`config.mk`:
```
export PLATFORM = sky130hd
export DESIGN_NAME = pscg_top
export DESIGN_NICKNAME = d
export VERILOG_FILES = /design/src/logic/pscg_pkg.sv /design/src/logic/pscg_top.sv /design/src/logic/pscg_wake_counter.sv
export SDC_FILE = /design/constraint.sdc
export NUM_CORES = 1
export LEC_CHECK = 0
export BUFFER_PORTS_ARGS = -buffer_cell sky130_fd_sc_hd__buf_4
export CAP_MARGIN = 20
export CORE_MARGIN = 5
export CORE_UTILIZATION = 54
export DETAILED_ROUTE_END_ITERATION = 7
export GPL_TIMING_DRIVEN = 1
export PLACE_DENSITY = 0.76
export SYNTH_ARGS = -nofsm -noshare
export SYNTH_HDL_FRONTEND = slang
export SYNTH_HIERARCHICAL = 1
export SYNTH_SLANG_ARGS = --single-unit
```
`constraint.sdc`:
```
create_clock -name ref_clk -period 1.91 [get_ports ref_clk]
set_input_delay 0.191 -clock ref_clk [delete_from_list [all_inputs] [get_ports ref_clk]]
set_output_delay 0.191 -clock ref_clk [all_outputs]
set_load 0.01 [all_outputs]
```
`src/logic/pscg_pkg.sv`:
```
// Purpose: Constants for the peripheral sleep clock gating controller
// Assumes: Wishbone classic slave, 32-bit data, byte addresses
// Notes:   One bit per peripheral in each enable register
package pscg_pkg;
   // ----------------------------------------------------------------
   // Register byte offsets
   // ----------------------------------------------------------------
   localparam logic [7:0] PSCG_OFF_GATING   = 8'h00;
   localparam logic [7:0] PSCG_OFF_RUN_EN   = 8'h04;
   localparam logic [7:0] PSCG_OFF_SLEEP_EN = 8'h08;
   localparam logic [7:0] PSCG_OFF_DEEP_EN  = 8'h0C;
   localparam logic [7:0] PSCG_OFF_READY    = 8'h10;
   localparam logic [7:0] PSCG_OFF_CLK_STAT = 8'h14;
   localparam logic [7:0] PSCG_OFF_MODE     = 8'h18;
   // ----------------------------------------------------------------
   // Fields and reset values
   // ----------------------------------------------------------------
   localparam int         PSCG_GATING_BIT   = 0;
   localparam int         PSCG_MODE_SLEEP   = 0;
   localparam int         PSCG_MODE_DEEP    = 1;
   localparam logic [31:0] PSCG_RST_ZERO    = 32'h0000_0000;
   // ----------------------------------------------------------------
   // Timing
   // ----------------------------------------------------------------
   localparam int         PSCG_ENABLE_DELAY = 5;
   localparam int         PSCG_CNT_W        = 3;
   typedef enum logic [1:0] {PSCG_RUN, PSCG_SLEEP, PSCG_DEEP} pscg_mode_type;
endpackage

```
`src/logic/pscg_top.sv`:
```
// Purpose: Sleep and deep-sleep peripheral clock gating controller
// Assumes: Mode inputs come from the processor on ref_clk
// Notes:   Clock enables are level outputs per peripheral
//
// What this block does
// (RULE1) Gating off: sleep clocks equal run clocks
// (RULE2) Gating on: per-peripheral sleep settings apply
// (RULE3) Global gating is one boolean bit
// (RULE4) Deep-sleep bit clear: clock stops in deep-sleep
// (RULE5) Run-enabled peripheral resumes on deep-sleep exit
// (RULE6) Gated peripheral keeps state; no reset issued
// (RULE7) Deep-sleep bit set: clock kept in deep-sleep
// (RULE8) Gating off keeps deep-sleep bits unused
// (RULE9) Software leaves only frequency-tolerant peripherals running
// (RULE10) Separate sleep and deep-sleep enable bits
// (RULE11) Run enables reset cleared
// (RULE12) Peripheral ready five cycles after enable
//
// Register access over Wishbone and the address map were left to the implementer.
`timescale 1ns/1ps
module pscg_top
   import pscg_pkg::*;
#(
   parameter int NUM_PERIPH = 32
)
(
   // Clock and reset
   input  wire logic                  ref_clk,
   input  wire logic                  rst_b,
   // Wishbone slave
   input  wire logic                  wb_cyc_i,
   input  wire logic                  wb_stb_i,
   input  wire logic                  wb_we_i,
   input  wire logic [7:0]            wb_adr_i,
   input  wire logic [3:0]            wb_sel_i,
   input  wire logic [31:0]           wb_dat_i,
   output logic      [31:0]           wb_dat_o,
   output logic                       wb_ack_o,
   // Processor mode
   input  wire logic                  sleep_req,
   input  wire logic                  deep_sleep_req,
   // Peripheral side
   output logic      [NUM_PERIPH-1:0] periph_clk_en,
   output logic      [NUM_PERIPH-1:0] periph_ready
);
   initial begin
      if (NUM_PERIPH < 1 || NUM_PERIPH > 32)
         $error("NUM_PERIPH must be 1 to 32");
   end

   // ----------------------------------------------------------------
   // Registers
   // ----------------------------------------------------------------
   logic                  use_sleep_gating_config;
   logic [NUM_PERIPH-1:0] run_clock_enable;
   logic [NUM_PERIPH-1:0] sleep_clock_enable;
   logic [NUM_PERIPH-1:0] deep_sleep_clock_enable;
   logic                  next_use_sleep_gating_config;
   logic [NUM_PERIPH-1:0] next_run_clock_enable;
   logic [NUM_PERIPH-1:0] next_sleep_clock_enable;
   logic [NUM_PERIPH-1:0] next_deep_sleep_clock_enable;
   logic [31:0]           next_wb_dat_o;
   logic                  next_wb_ack_o;
   logic [NUM_PERIPH-1:0] run_start;
   logic [NUM_PERIPH-1:0] ready_int;
   logic [31:0]           wmask;
   logic [31:0]           wdata;
   logic                  wr_fire;
   logic                  rd_fire;
   pscg_mode_type         mode;
   pscg_mode_type         next_mode;
   logic [NUM_PERIPH-1:0] next_clk_en;

   assign wmask   = {{8{wb_sel_i[3]}}, {8{wb_sel_i[2]}}, {8{wb_sel_i[1]}}, {8{wb_sel_i[0]}}};
   assign wr_fire = wb_cyc_i && wb_stb_i && wb_we_i && !wb_ack_o;
   assign rd_fire = wb_cyc_i && wb_stb_i && !wb_we_i && !wb_ack_o;

   function automatic logic [31:0] merge(input logic [31:0] old_v, input logic [31:0] new_v,
                                         input logic [31:0] m);
      merge = (old_v & ~m) | (new_v & m);
   endfunction

   always_comb begin
      wdata                        = PSCG_RST_ZERO;
      next_use_sleep_gating_config = use_sleep_gating_config;
      next_run_clock_enable        = run_clock_enable;
      next_sleep_clock_enable      = sleep_clock_enable;
      next_deep_sleep_clock_enable = deep_sleep_clock_enable;
      run_start                    = '0;
      next_wb_ack_o                = wb_cyc_i && wb_stb_i && !wb_ack_o;
      next_wb_dat_o                = PSCG_RST_ZERO;
      if (wr_fire) begin
         case (wb_adr_i)
            PSCG_OFF_GATING: begin
               if (wb_sel_i[0])
                  next_use_sleep_gating_config = wb_dat_i[PSCG_GATING_BIT]; // RULE3
            end
            PSCG_OFF_RUN_EN: begin
               wdata = merge(32'(run_clock_enable), wb_dat_i, wmask);
               next_run_clock_enable = wdata[NUM_PERIPH-1:0];
               run_start = next_run_clock_enable & ~run_clock_enable; // RULE12
            end
            PSCG_OFF_SLEEP_EN: begin
               wdata = merge(32'(sleep_clock_enable), wb_dat_i, wmask);
               next_sleep_clock_enable = wdata[NUM_PERIPH-1:0]; // RULE10
            end
            PSCG_OFF_DEEP_EN: begin
               wdata = merge(32'(deep_sleep_clock_enable), wb_dat_i, wmask);
               next_deep_sleep_clock_enable = wdata[NUM_PERIPH-1:0]; // RULE10
            end
            default: begin
               wdata = PSCG_RST_ZERO;
            end
         endcase
      end
      if (rd_fire) begin
         case (wb_adr_i)
            PSCG_OFF_GATING:   next_wb_dat_o = 32'(use_sleep_gating_config);
            PSCG_OFF_RUN_EN:   next_wb_dat_o = 32'(run_clock_enable);
            PSCG_OFF_SLEEP_EN: next_wb_dat_o = 32'(sleep_clock_enable);
            PSCG_OFF_DEEP_EN:  next_wb_dat_o = 32'(deep_sleep_clock_enable);
            PSCG_OFF_READY:    next_wb_dat_o = 32'(ready_int);
            PSCG_OFF_CLK_STAT: next_wb_dat_o = 32'(periph_clk_en);
            PSCG_OFF_MODE: begin
               next_wb_dat_o = PSCG_RST_ZERO;
               next_wb_dat_o[PSCG_MODE_SLEEP] = (mode == PSCG_SLEEP);
               next_wb_dat_o[PSCG_MODE_DEEP]  = (mode == PSCG_DEEP);
            end
            default:           next_wb_dat_o = PSCG_RST_ZERO;
         endcase
      end
   end

   always_ff @(posedge ref_clk or negedge rst_b) begin
      if (!rst_b) begin
         use_sleep_gating_config <= 1'b0;
         run_clock_enable        <= '0; // RULE11
         sleep_clock_enable      <= '0;
         deep_sleep_clock_enable <= '0;
         wb_ack_o                <= 1'b0;
         wb_dat_o                <= PSCG_RST_ZERO;
      end else begin
         use_sleep_gating_config <= next_use_sleep_gating_config;
         run_clock_enable        <= next_run_clock_enable;
         sleep_clock_enable      <= next_sleep_clock_enable;
         deep_sleep_clock_enable <= next_deep_sleep_clock_enable; // RULE8
         wb_ack_o                <= next_wb_ack_o;
         wb_dat_o                <= next_wb_dat_o;
      end
   end

   // ----------------------------------------------------------------
   // Processor mode tracking and clock enables
   // ----------------------------------------------------------------
   always_comb begin
      case (mode)
         PSCG_RUN: begin
            if (deep_sleep_req)
               next_mode = PSCG_DEEP;
            else if (sleep_req)
               next_mode = PSCG_SLEEP;
            else
               next_mode = PSCG_RUN;
         end
         PSCG_SLEEP: begin
            if (deep_sleep_req)
               next_mode = PSCG_DEEP;
            else if (sleep_req)
               next_mode = PSCG_SLEEP;
            else
               next_mode = PSCG_RUN;
         end
         PSCG_DEEP: begin
            if (deep_sleep_req)
               next_mode = PSCG_DEEP;
            else if (sleep_req)
               next_mode = PSCG_SLEEP;
            else
               next_mode = PSCG_RUN; // RULE5
         end
         default: next_mode = PSCG_RUN;
      endcase
   end

   // Clocks only gated, never reset, so peripheral state is kept
   always_comb begin
      next_clk_en = run_clock_enable; // RULE1 RULE6
      if (use_sleep_gating_config) begin
         case (next_mode)
            PSCG_SLEEP: next_clk_en = run_clock_enable & sleep_clock_enable; // RULE2 RULE10
            PSCG_DEEP:  next_clk_en = run_clock_enable & deep_sleep_clock_enable; // RULE4 RULE7
            default:    next_clk_en = run_clock_enable; // RULE5
         endcase
      end
   end

   always_ff @(posedge ref_clk or negedge rst_b) begin
      if (!rst_b) begin
         mode          <= PSCG_RUN;
         periph_clk_en <= '0;
         periph_ready  <= '0;
      end else begin
         mode          <= next_mode;
         periph_clk_en <= next_clk_en;
         periph_ready  <= ready_int;
      end
   end

   // ----------------------------------------------------------------
   // Enable delay, one counter per peripheral
   // ----------------------------------------------------------------
   for (genvar i = 0; i < NUM_PERIPH; i++) begin : g_wake
      pscg_wake_counter u_wake (
         .ref_clk (ref_clk),
         .rst_b   (rst_b),
         .start   (run_start[i]),
         .run_en  (next_run_clock_enable[i]),
         .ready   (ready_int[i])
      ); // RULE12
   end
endmodule

```
`src/logic/pscg_wake_counter.sv`:
```
// Purpose: Per-peripheral enable delay counter
// Assumes: Restart on each write that turns a clear run enable on
// Notes:   ready rises the given number of cycles after start
`timescale 1ns/1ps
module pscg_wake_counter
   import pscg_pkg::*;
(
   // Clock and reset
   input  wire logic ref_clk,
   input  wire logic rst_b,
   // Control
   input  wire logic start,
   input  wire logic run_en,
   // Status
   output logic      ready
);
   logic [PSCG_CNT_W-1:0] count;
   logic [PSCG_CNT_W-1:0] next_count;
   logic                  next_ready;

   always_comb begin
      next_count = count;
      next_ready = ready;
      if (!run_en) begin
         next_count = '0;
         next_ready = 1'b0;
      end else if (start) begin
         next_count = PSCG_CNT_W'(PSCG_ENABLE_DELAY - 1);
         next_ready = 1'b0;
      end else if (count != '0) begin
         next_count = count - 1'b1;
         next_ready = (count == PSCG_CNT_W'(1));
      end
   end

   always_ff @(posedge ref_clk or negedge rst_b) begin
      if (!rst_b) begin
         count <= '0;
         ready <= 1'b0;
      end else begin
         count <= next_count;
         ready <= next_ready;
      end
   end
endmodule

```
==> results of run 1 <==
==> per-stage QoR <==
stage	power (mW)	utilization	cell area [um^2]	worst slack [ps]
finish	14.7	0.671	19100	45.5
global route	15.2	0.671	19100	-22.3
CTS	14.9	0.667	19000	14.3
detailed placement	7.58	0.610	17400	-71.7
global placement	7.57	0.610	17400	-3.09
floorplan	7.18	-	15500	15.2
==> cells by family (layout without fill, tap and decap cells) <==
group	count (synthesis)	after routing	share of synthesized area
buffers and inverters	107	368	0.0303
AO/OA/AOI/OAI	175	175	0.0925
AND/OR/NAND/NOR	301	302	0.104
adder cells (fa/ha/maj)	97	97	0.0783
other	0	1	0
flip-flops	324	324	0.523
multiplexers	216	216	0.153
XOR/XNOR	32	32	0.0181
==> per-layer routing <==
metal | global-route usage | vias to the layer above | part of all wire
met5 | 0 | - | 0
met4 | 0.0631 | 0 | 0.025
met3 | 0.0382 | 55 | 0.060
met2 | 0.367 | 317 | 0.48
met1 | 0.296 | 5249 | 0.43
li1 | - | 4891 | -
==> final timing paths <==
kind	from	depth (start not counted)	end	slack (ps)
max	wb_stb_i	9	wb_dat_o[14]$_DFF_PN0_	50
min	wb_adr_i[4]	4	wb_dat_o[1]$_DFF_PN0_	140
max reg2reg	wb_ack_o$_DFF_PN0_	6	g_wake[7].u_wake/count[1]$_DFFE_PN0P_	70
min reg2reg	g_wake[5].u_wake/ready$_DFFE_PN0P_	0	periph_ready[5]$_DFF_PN0_	410
max in group asynchronous	rst_b	3	wb_dat_o[30]$_DFF_PN0_	940
min in group asynchronous	rst_b	2	run_clock_enable[1]$_DFF_PN0_	210
==> final cells by class <==
class | instances | area, um^2 | share of cell area
multi-input cells | 822 | 7040 | 0.368
well taps | 384 | 480 | 0.0251
repair buffers | 235 | 2010 | 0.105
clock inverters | 6 | 113 | 0.00588
clock buffers | 60 | 1140 | 0.0598
flip-flops and latches | 324 | 8110 | 0.423
inverters | 67 | 251 | 0.0131
diodes | 1 | 2.50 | 0.000131
==> cells in the mapped netlist (35+ instances only) <==
master / number
nor3_1: 35
mux2_2: 142
dfrtp_1: 324
ha_1: 97
a22o_1: 41
inv_1: 67
nor2_1: 127
nand2b_1: 65
mux2i_1: 66
==> critical path: cells and delay by family <==
| kind | cells | cell delay [ps] |
|---|---|---|
| and+or+nand+nor | 4 | 530 |
| buffers and inverters | 5 | 1570 |
==> power by group through the flow <==
| stage | clock network [mW] | registers (mW) | logic [mW] |
|---|---|---|---|
| 5_1_grt | 7.67 | 6.90 | 0.664 |
| 6_report | 7.21 | 6.91 | 0.607 |
| 2_1_floorplan | 0 | 7.03 | 0.150 |
| 3_5_place_dp | 0 | 7.03 | 0.547 |
| 3_3_place_gp | 0 | 7.03 | 0.542 |
| 4_1_cts | 7.35 | 6.91 | 0.611 |
==> cell usage in the layout (no fill, tap or decap), types with 40 or more instances in the layout <==
cell type / count
buf_4: 186
nor2_1: 125
nand2b_1: 65
clkbuf_16: 40
a22o_1: 41
mux2i_1: 66
mux2_2: 142
dfrtp_1: 324
ha_1: 96
inv_1: 67
==> repair_timing <==
| item | CTS | global route |
|---|---|---|
| setup endpoints to repair | 42 | 77 |
| pin swaps | 0 | 3 |
| setup buffers | 0 | 1 |
| hold buffers | 37 | 0 |
| cloned | 0 | 2 |
| hold endpoints to repair | 149 | 0 |
| resized for setup | 2 | 17 |
==> results.txt, run 1 <==
The global route total overflow is 0. The post-synthesis instance area is 15500 um^2. The DRC violation count after routing came out at 0. The count of mapped cells out of synthesis is ~1300.

The cell-internal power is 11.6 mW. The number of distinct standard cells referenced by the synthesized netlist is 44. The first-iteration detailed-routing DRC count came out at 824.

Traced cell by cell, the critical path runs through dlygate4sd3_1, buf_4, nand2_1, dlygate4sd3_1, nor2_2, nand4_1, buf_4, buf_12, nor2_1. The height of the die came out at 179 um. The final net count is approximately 1600. The final cell count without fillers is between 1500 and 2000. The buffer type at the clock tree root is clkbuf_16. In this run the worst path has a maximum fanout of 9. The clock arrives with 12.1 ps of skew.

The antenna violation net count after detailed routing is 0. The number of buffers created by CTS is 37. The effective utilization at floorplan is 0.543. The net switching power of the design is between 3 and 4 mW. The standby leakage power came out at 9.25 nW.

The worst-skew pair later-pin latency is 520 ps. Final hold analysis gives a worst-case slack of 140 ps. The half-perimeter wire length of the detailed placement result is ~25000 um.

The fraction of power consumed by sequential logic came out at 0.469. The remaining max-slew budget at the tightest pin came out at 0.219. The number of clock sinks came out at 324. The clock slew seen by the registers of the worst setup and hold paths is approximately 60 ps. The data arrival time of the worst path came out at about 2300 ps. The H-tree was split into 2 levels. The detailed-route via count came out at about 11000. Setup repair after global routing could not meet its margin everywhere. For this run, the top clock speed supported by timing is 0.536 GHz. The overall die area came out at 32200 um^2. The register area share after synthesis came out at 0.523. The required arrival time at the worst endpoint is around 2300 ps. In the synthesized netlist the dominant register cell turns out to be dfrtp_1.

The overall global routing resource usage came out at 0.219. The count of filler cells inserted in the layout is between 2000 and 2500. The maximum ir drop on the vdd rail came out at between 0.6 and 0.7 mV. The initial antenna violation count is 1. The number of top-level pins is around 150. TritonCTS built the clock tree.

The number of global-route vias before repair came to 10900. The relative area change from synthesis to final layout came out at 23.5%. The average vias per placed instance is around 5.5.

Of all cell types, the one taking the most synthesized area is dfrtp_1. For this run, the number of Yosys warnings is 6. The max-slew violation count came out at 0. The startpoint type of the worst setup path is an input pin. The share of the synthesized area in the top cell type came out at 0.523. The number of failing hold endpoints at the final stage came out at 0.

The average detailed-routed wire length per instance came out at 18.8 um. The share of cells above drive strength 1 came out at 0.286. For this design the ratio of total power to cell area is roughly 770 nW/um^2. The kind of path behind the tightest hold check is input pin to flip-flop. The flow ran to the end, and the final reports show no timing, DRC or antenna violations. In this run, placement finished with an instance count of approximately 1800. The proportion of synthesized flip-flops having asynchronous set or reset came out at 1.00. The largest individual stage delay along the critical path comes from the cell dlygate4sd3_1. The placer's final routability congestion estimate is between 0.8 and 0.9.

The tool flagged a number of max-cap violations equal to 0. The total wire length came out at approximately 36000 um. The number of nets handed over by synthesis was 1400. The setup violation total in the final timing report is 0. The final cycle utilization of the critical path is 0.976. The core area came out at 28500 um^2. Of the total power, the share spent switching nets is 0.209. The number of synthesized register bits is 324. The pin count of the biggest net entering global routing came out at 65. The longest clock path from root to sink contains 3 buffers. The worst setup path is of the input pin to flip-flop kind. The number of enable-type register cells in the synthesized netlist came out at 0. The largest stage delay on the critical path is between 500 and 600 ps. The proportion of power drawn by combinational gates came out at 0.041. The routed design could run at a clock period as short as 1860 ps. The row count is 62. The slew at the pin closest to its max-slew limit is around 1200 ps. Yosys attributes the largest share of cell area to dfrtp_1 (52%), mux2_2 (10%), ha_1 (7.8%). The relative contribution of the clock network to total power came out at 0.490.

A synthesized cell averages between 10 and 15 um^2. The worst setup path is captured at a flip-flop. The floorplan step set the die width to 179 um. The count of TritonRoute iterations in the first routing pass is 8. The setup TNS is 0 ps.

The first-pass GRT wire length came out at around 58000 um. The count of buffers added on input and output ports is 147.
(Power assumes the default switching activity.)
==> run 2: changes to the inputs <==
BUFFER_PORTS_ARGS = -buffer_cell sky130_fd_sc_hd__buf_2   (was -buffer_cell sky130_fd_sc_hd__buf_4)
==> results.txt, run 2 (same netlist as run 1, synthesis figures left out) <==
The run finished with clean final reports. The setup violation total in the final timing report is 0 (unchanged). The placer's final routability congestion estimate was 0.856 (+0.50%). The proportion of power drawn by combinational gates was 0.041 (about the same).

The detailed-route via count was 10700 (+1.4%). The final net count came to 1635 (unchanged). Compared with the post-synthesis result, the final layout area differs by 20.7%. The height of the die came out at 179 um (unchanged). The average vias per placed instance is 5.61 (+1.4%). TritonCTS built the clock tree. The relative contribution of the clock network to total power came out at 0.471 (-0.019).

The setup skew after layout came out at 12.5 ps (+0.399 ps). The antenna violation net count after detailed routing was 0 (unchanged). The number of top-level pins came out at 148 (unchanged).

The first-iteration detailed-routing DRC count came out at 850 (+3.2%). The effective utilization at floorplan is 0.543 (unchanged). By startpoint and endpoint, the worst setup path is classified as input pin to flip-flop.

The max-slew violation count came out at 0 (unchanged). The initial antenna violation count is 4 (+3). The slew at the pin closest to its max-slew limit is 604 ps (-566 ps). The worst-case clock buffer depth was 3 (unchanged). The first-pass GRT wire length is 59200 um (+2.1%). The shortest period the worst path allows came to 1860 ps (-4.99 ps).

The startpoint identified for the worst register-to-register timing path is wb_ack_o$_DFF_PN0_. Setup repair after global routing could not meet its margin everywhere. The average detailed-routed wire length per instance came out at 19.2 um (+2.2%).

The ratio of total power to cell area came out at 757 nW/um^2 (-1.5%). The clock slew seen by the registers of the worst setup and hold paths is 60 ps (about the same). The largest fanout on the critical path came out at 14 (+5). The final cell count without fillers is 1900 (+0.053%).

The startpoint type of the worst setup path is an input pin. The start point of the critical path is wb_stb_i. The tree is rooted in a clkbuf_16. The cell-internal power was 11.1 mW (-4.2%). The core area is 28500 um^2 (unchanged). The floorplan die width is 179 um (unchanged). The standby leakage power came out at 9.18 nW (-0.66%). The number of global-route vias before repair came out at 11200 (+2.4%). The number of failing hold endpoints at the final stage came out at 0 (unchanged).

The count of port buffers added during placement was 147 (unchanged). The library cells used most frequently in the layout, excluding fill and tap cells, are dfrtp_1 (324), buf_2 (146), mux2_2 (142), nor2_1 (126), ha_1 (96). The count of TritonRoute iterations in the first routing pass was 8 (unchanged).

The data arrival time of the worst path came out at 2280 ps (about the same). The post-placement cell count was 1794 (+0.11%). The net switching power of the design is 3.01 mW (-2.2%). The kind of path behind the tightest hold check is input pin to flip-flop. The source of the worst hold timing path is wb_adr_i[4]. The post-CTS setup buffer count was 0 (unchanged). The switching share of power came out at 0.213 (+0.00360). The maximum ir drop on the vdd rail was 0.572 mV (-10%). The overall power is 14.2 mW (-3.8%). The number of max-cap violations came out at 0 (unchanged). The DRC violation count after routing came out at 0 (unchanged). The achievable frequency came out at 0.538 GHz (+0.27%). The number of buffers created by CTS is 35 (-5.4%). The share of cells above drive strength 1 is 0.290 (+0.00415).

The row count is 62 (unchanged). The number of clock sinks is 324 (unchanged). The worst-skew pair later-pin latency came out at 510 ps (about the same). The remaining max-slew budget at the tightest pin is 0.592 (+0.373).

The final cycle utilization of the critical path is 0.974 (-0.00261). The most common cell after layout, fill and taps aside is dfrtp_1. The worst setup path is captured at a flip-flop.

The global route total overflow is 0 (unchanged). The overall global routing resource usage is 0.223 (+0.00390). The required arrival time at the worst endpoint is 2330 ps (about the same). The pin count of the biggest net entering global routing was 51 (-22%).

The half-perimeter wire length of the detailed placement result came out at 25000 um (+1.3%). The overall die area is 32200 um^2 (unchanged). The number of H-tree levels is 2 (unchanged). The total wire length came to 36400 um (+2.2%). The fraction of power consumed by sequential logic is 0.488 (+0.019).
-- run 2: worst paths after layout --
kind / end / slack, ps / cells after the start
min: wb_dat_o[1]$_DFF_PN0_ / 170 / 4
max in group asynchronous: wb_dat_o[18]$_DFF_PN0_ / 1070 / 3
max: wb_dat_o[19]$_DFF_PN0_ / 50 / 8
min reg2reg: periph_ready[13]$_DFF_PN0_ / 400 / 0
min in group asynchronous: wb_dat_o[2]$_DFF_PN0_ / 200 / 2
max reg2reg: g_wake[7].u_wake/ready$_DFFE_PN0P_ / 90 / 6
-- run 2: routing by layer --
layer / track usage / wire (um) / vias to the layer above
met5: 0 / 13 / -
met4: 0.0747 / 1160 / 2
met3: 0.0392 / 2460 / 76
met2: 0.376 / 17700 / 354
met1: 0.295 / 15100 / 5336
li1: - / - / 4893
-- run 2: critical path, cell delays in order --
cell,delay [ps]
dlygate4sd3_1,520
buf_2,150
nand2_1,70
dlygate4sd3_1,580
nor2_2,160
nand4_1,170
buf_4,260
nor2_1,170
-- run 2: area by class of cell --
| cell class | count | area (um^2) |
|---|---|---|
| clock inverter | 9 | 75.1 |
| antenna | 3 | 7.51 |
| fill | 2169 | 9840 |
| multi-input combinational | 823 | 7070 |
| timing repair buffer | 236 | 1630 |
| tap | 384 | 480 |
| inverter | 67 | 251 |
| clock buffer | 54 | 1080 |
| sequential | 324 | 8110 |
-- run 2: per-stage QoR --
step	util	hold slack (ps)	setup slack, ps	cell area, um^2	setup TNS, ps
6_report	0.655	170	50.4	18700	0
5_1_grt	0.655	176	-26.3	18700	-64.9
4_1_cts	0.651	149	35.5	18600	0
3_5_place_dp	0.598	139	-29.6	17100	-86.6
3_3_place_gp	0.598	138	15.5	17100	0
2_1_floorplan	-	-105	15.2	15500	0
-- run 2: timing repair --
action                                 in CTS  in global routing
gates resized for setup                     2                 22
pin swaps                                   0                  3
hold buffers                               38                  0
endpoints found under the hold margin     312                  0
cloned                                      0                  2
setup endpoints to repair                  19                106
-- run 2: power by group through the flow --
| stage | Sequential [mW] | Combinational [mW] | Clock (mW) |
|---|---|---|---|
| final | 6.91 | 0.586 | 6.67 |
| after global placement | 7.03 | 0.515 | 0 |
| after global routing | 6.90 | 0.642 | 7.10 |
| after detailed placement | 7.03 | 0.523 | 0 |
| after floorplan | 7.03 | 0.150 | 0 |
| after CTS | 6.91 | 0.588 | 6.79 |
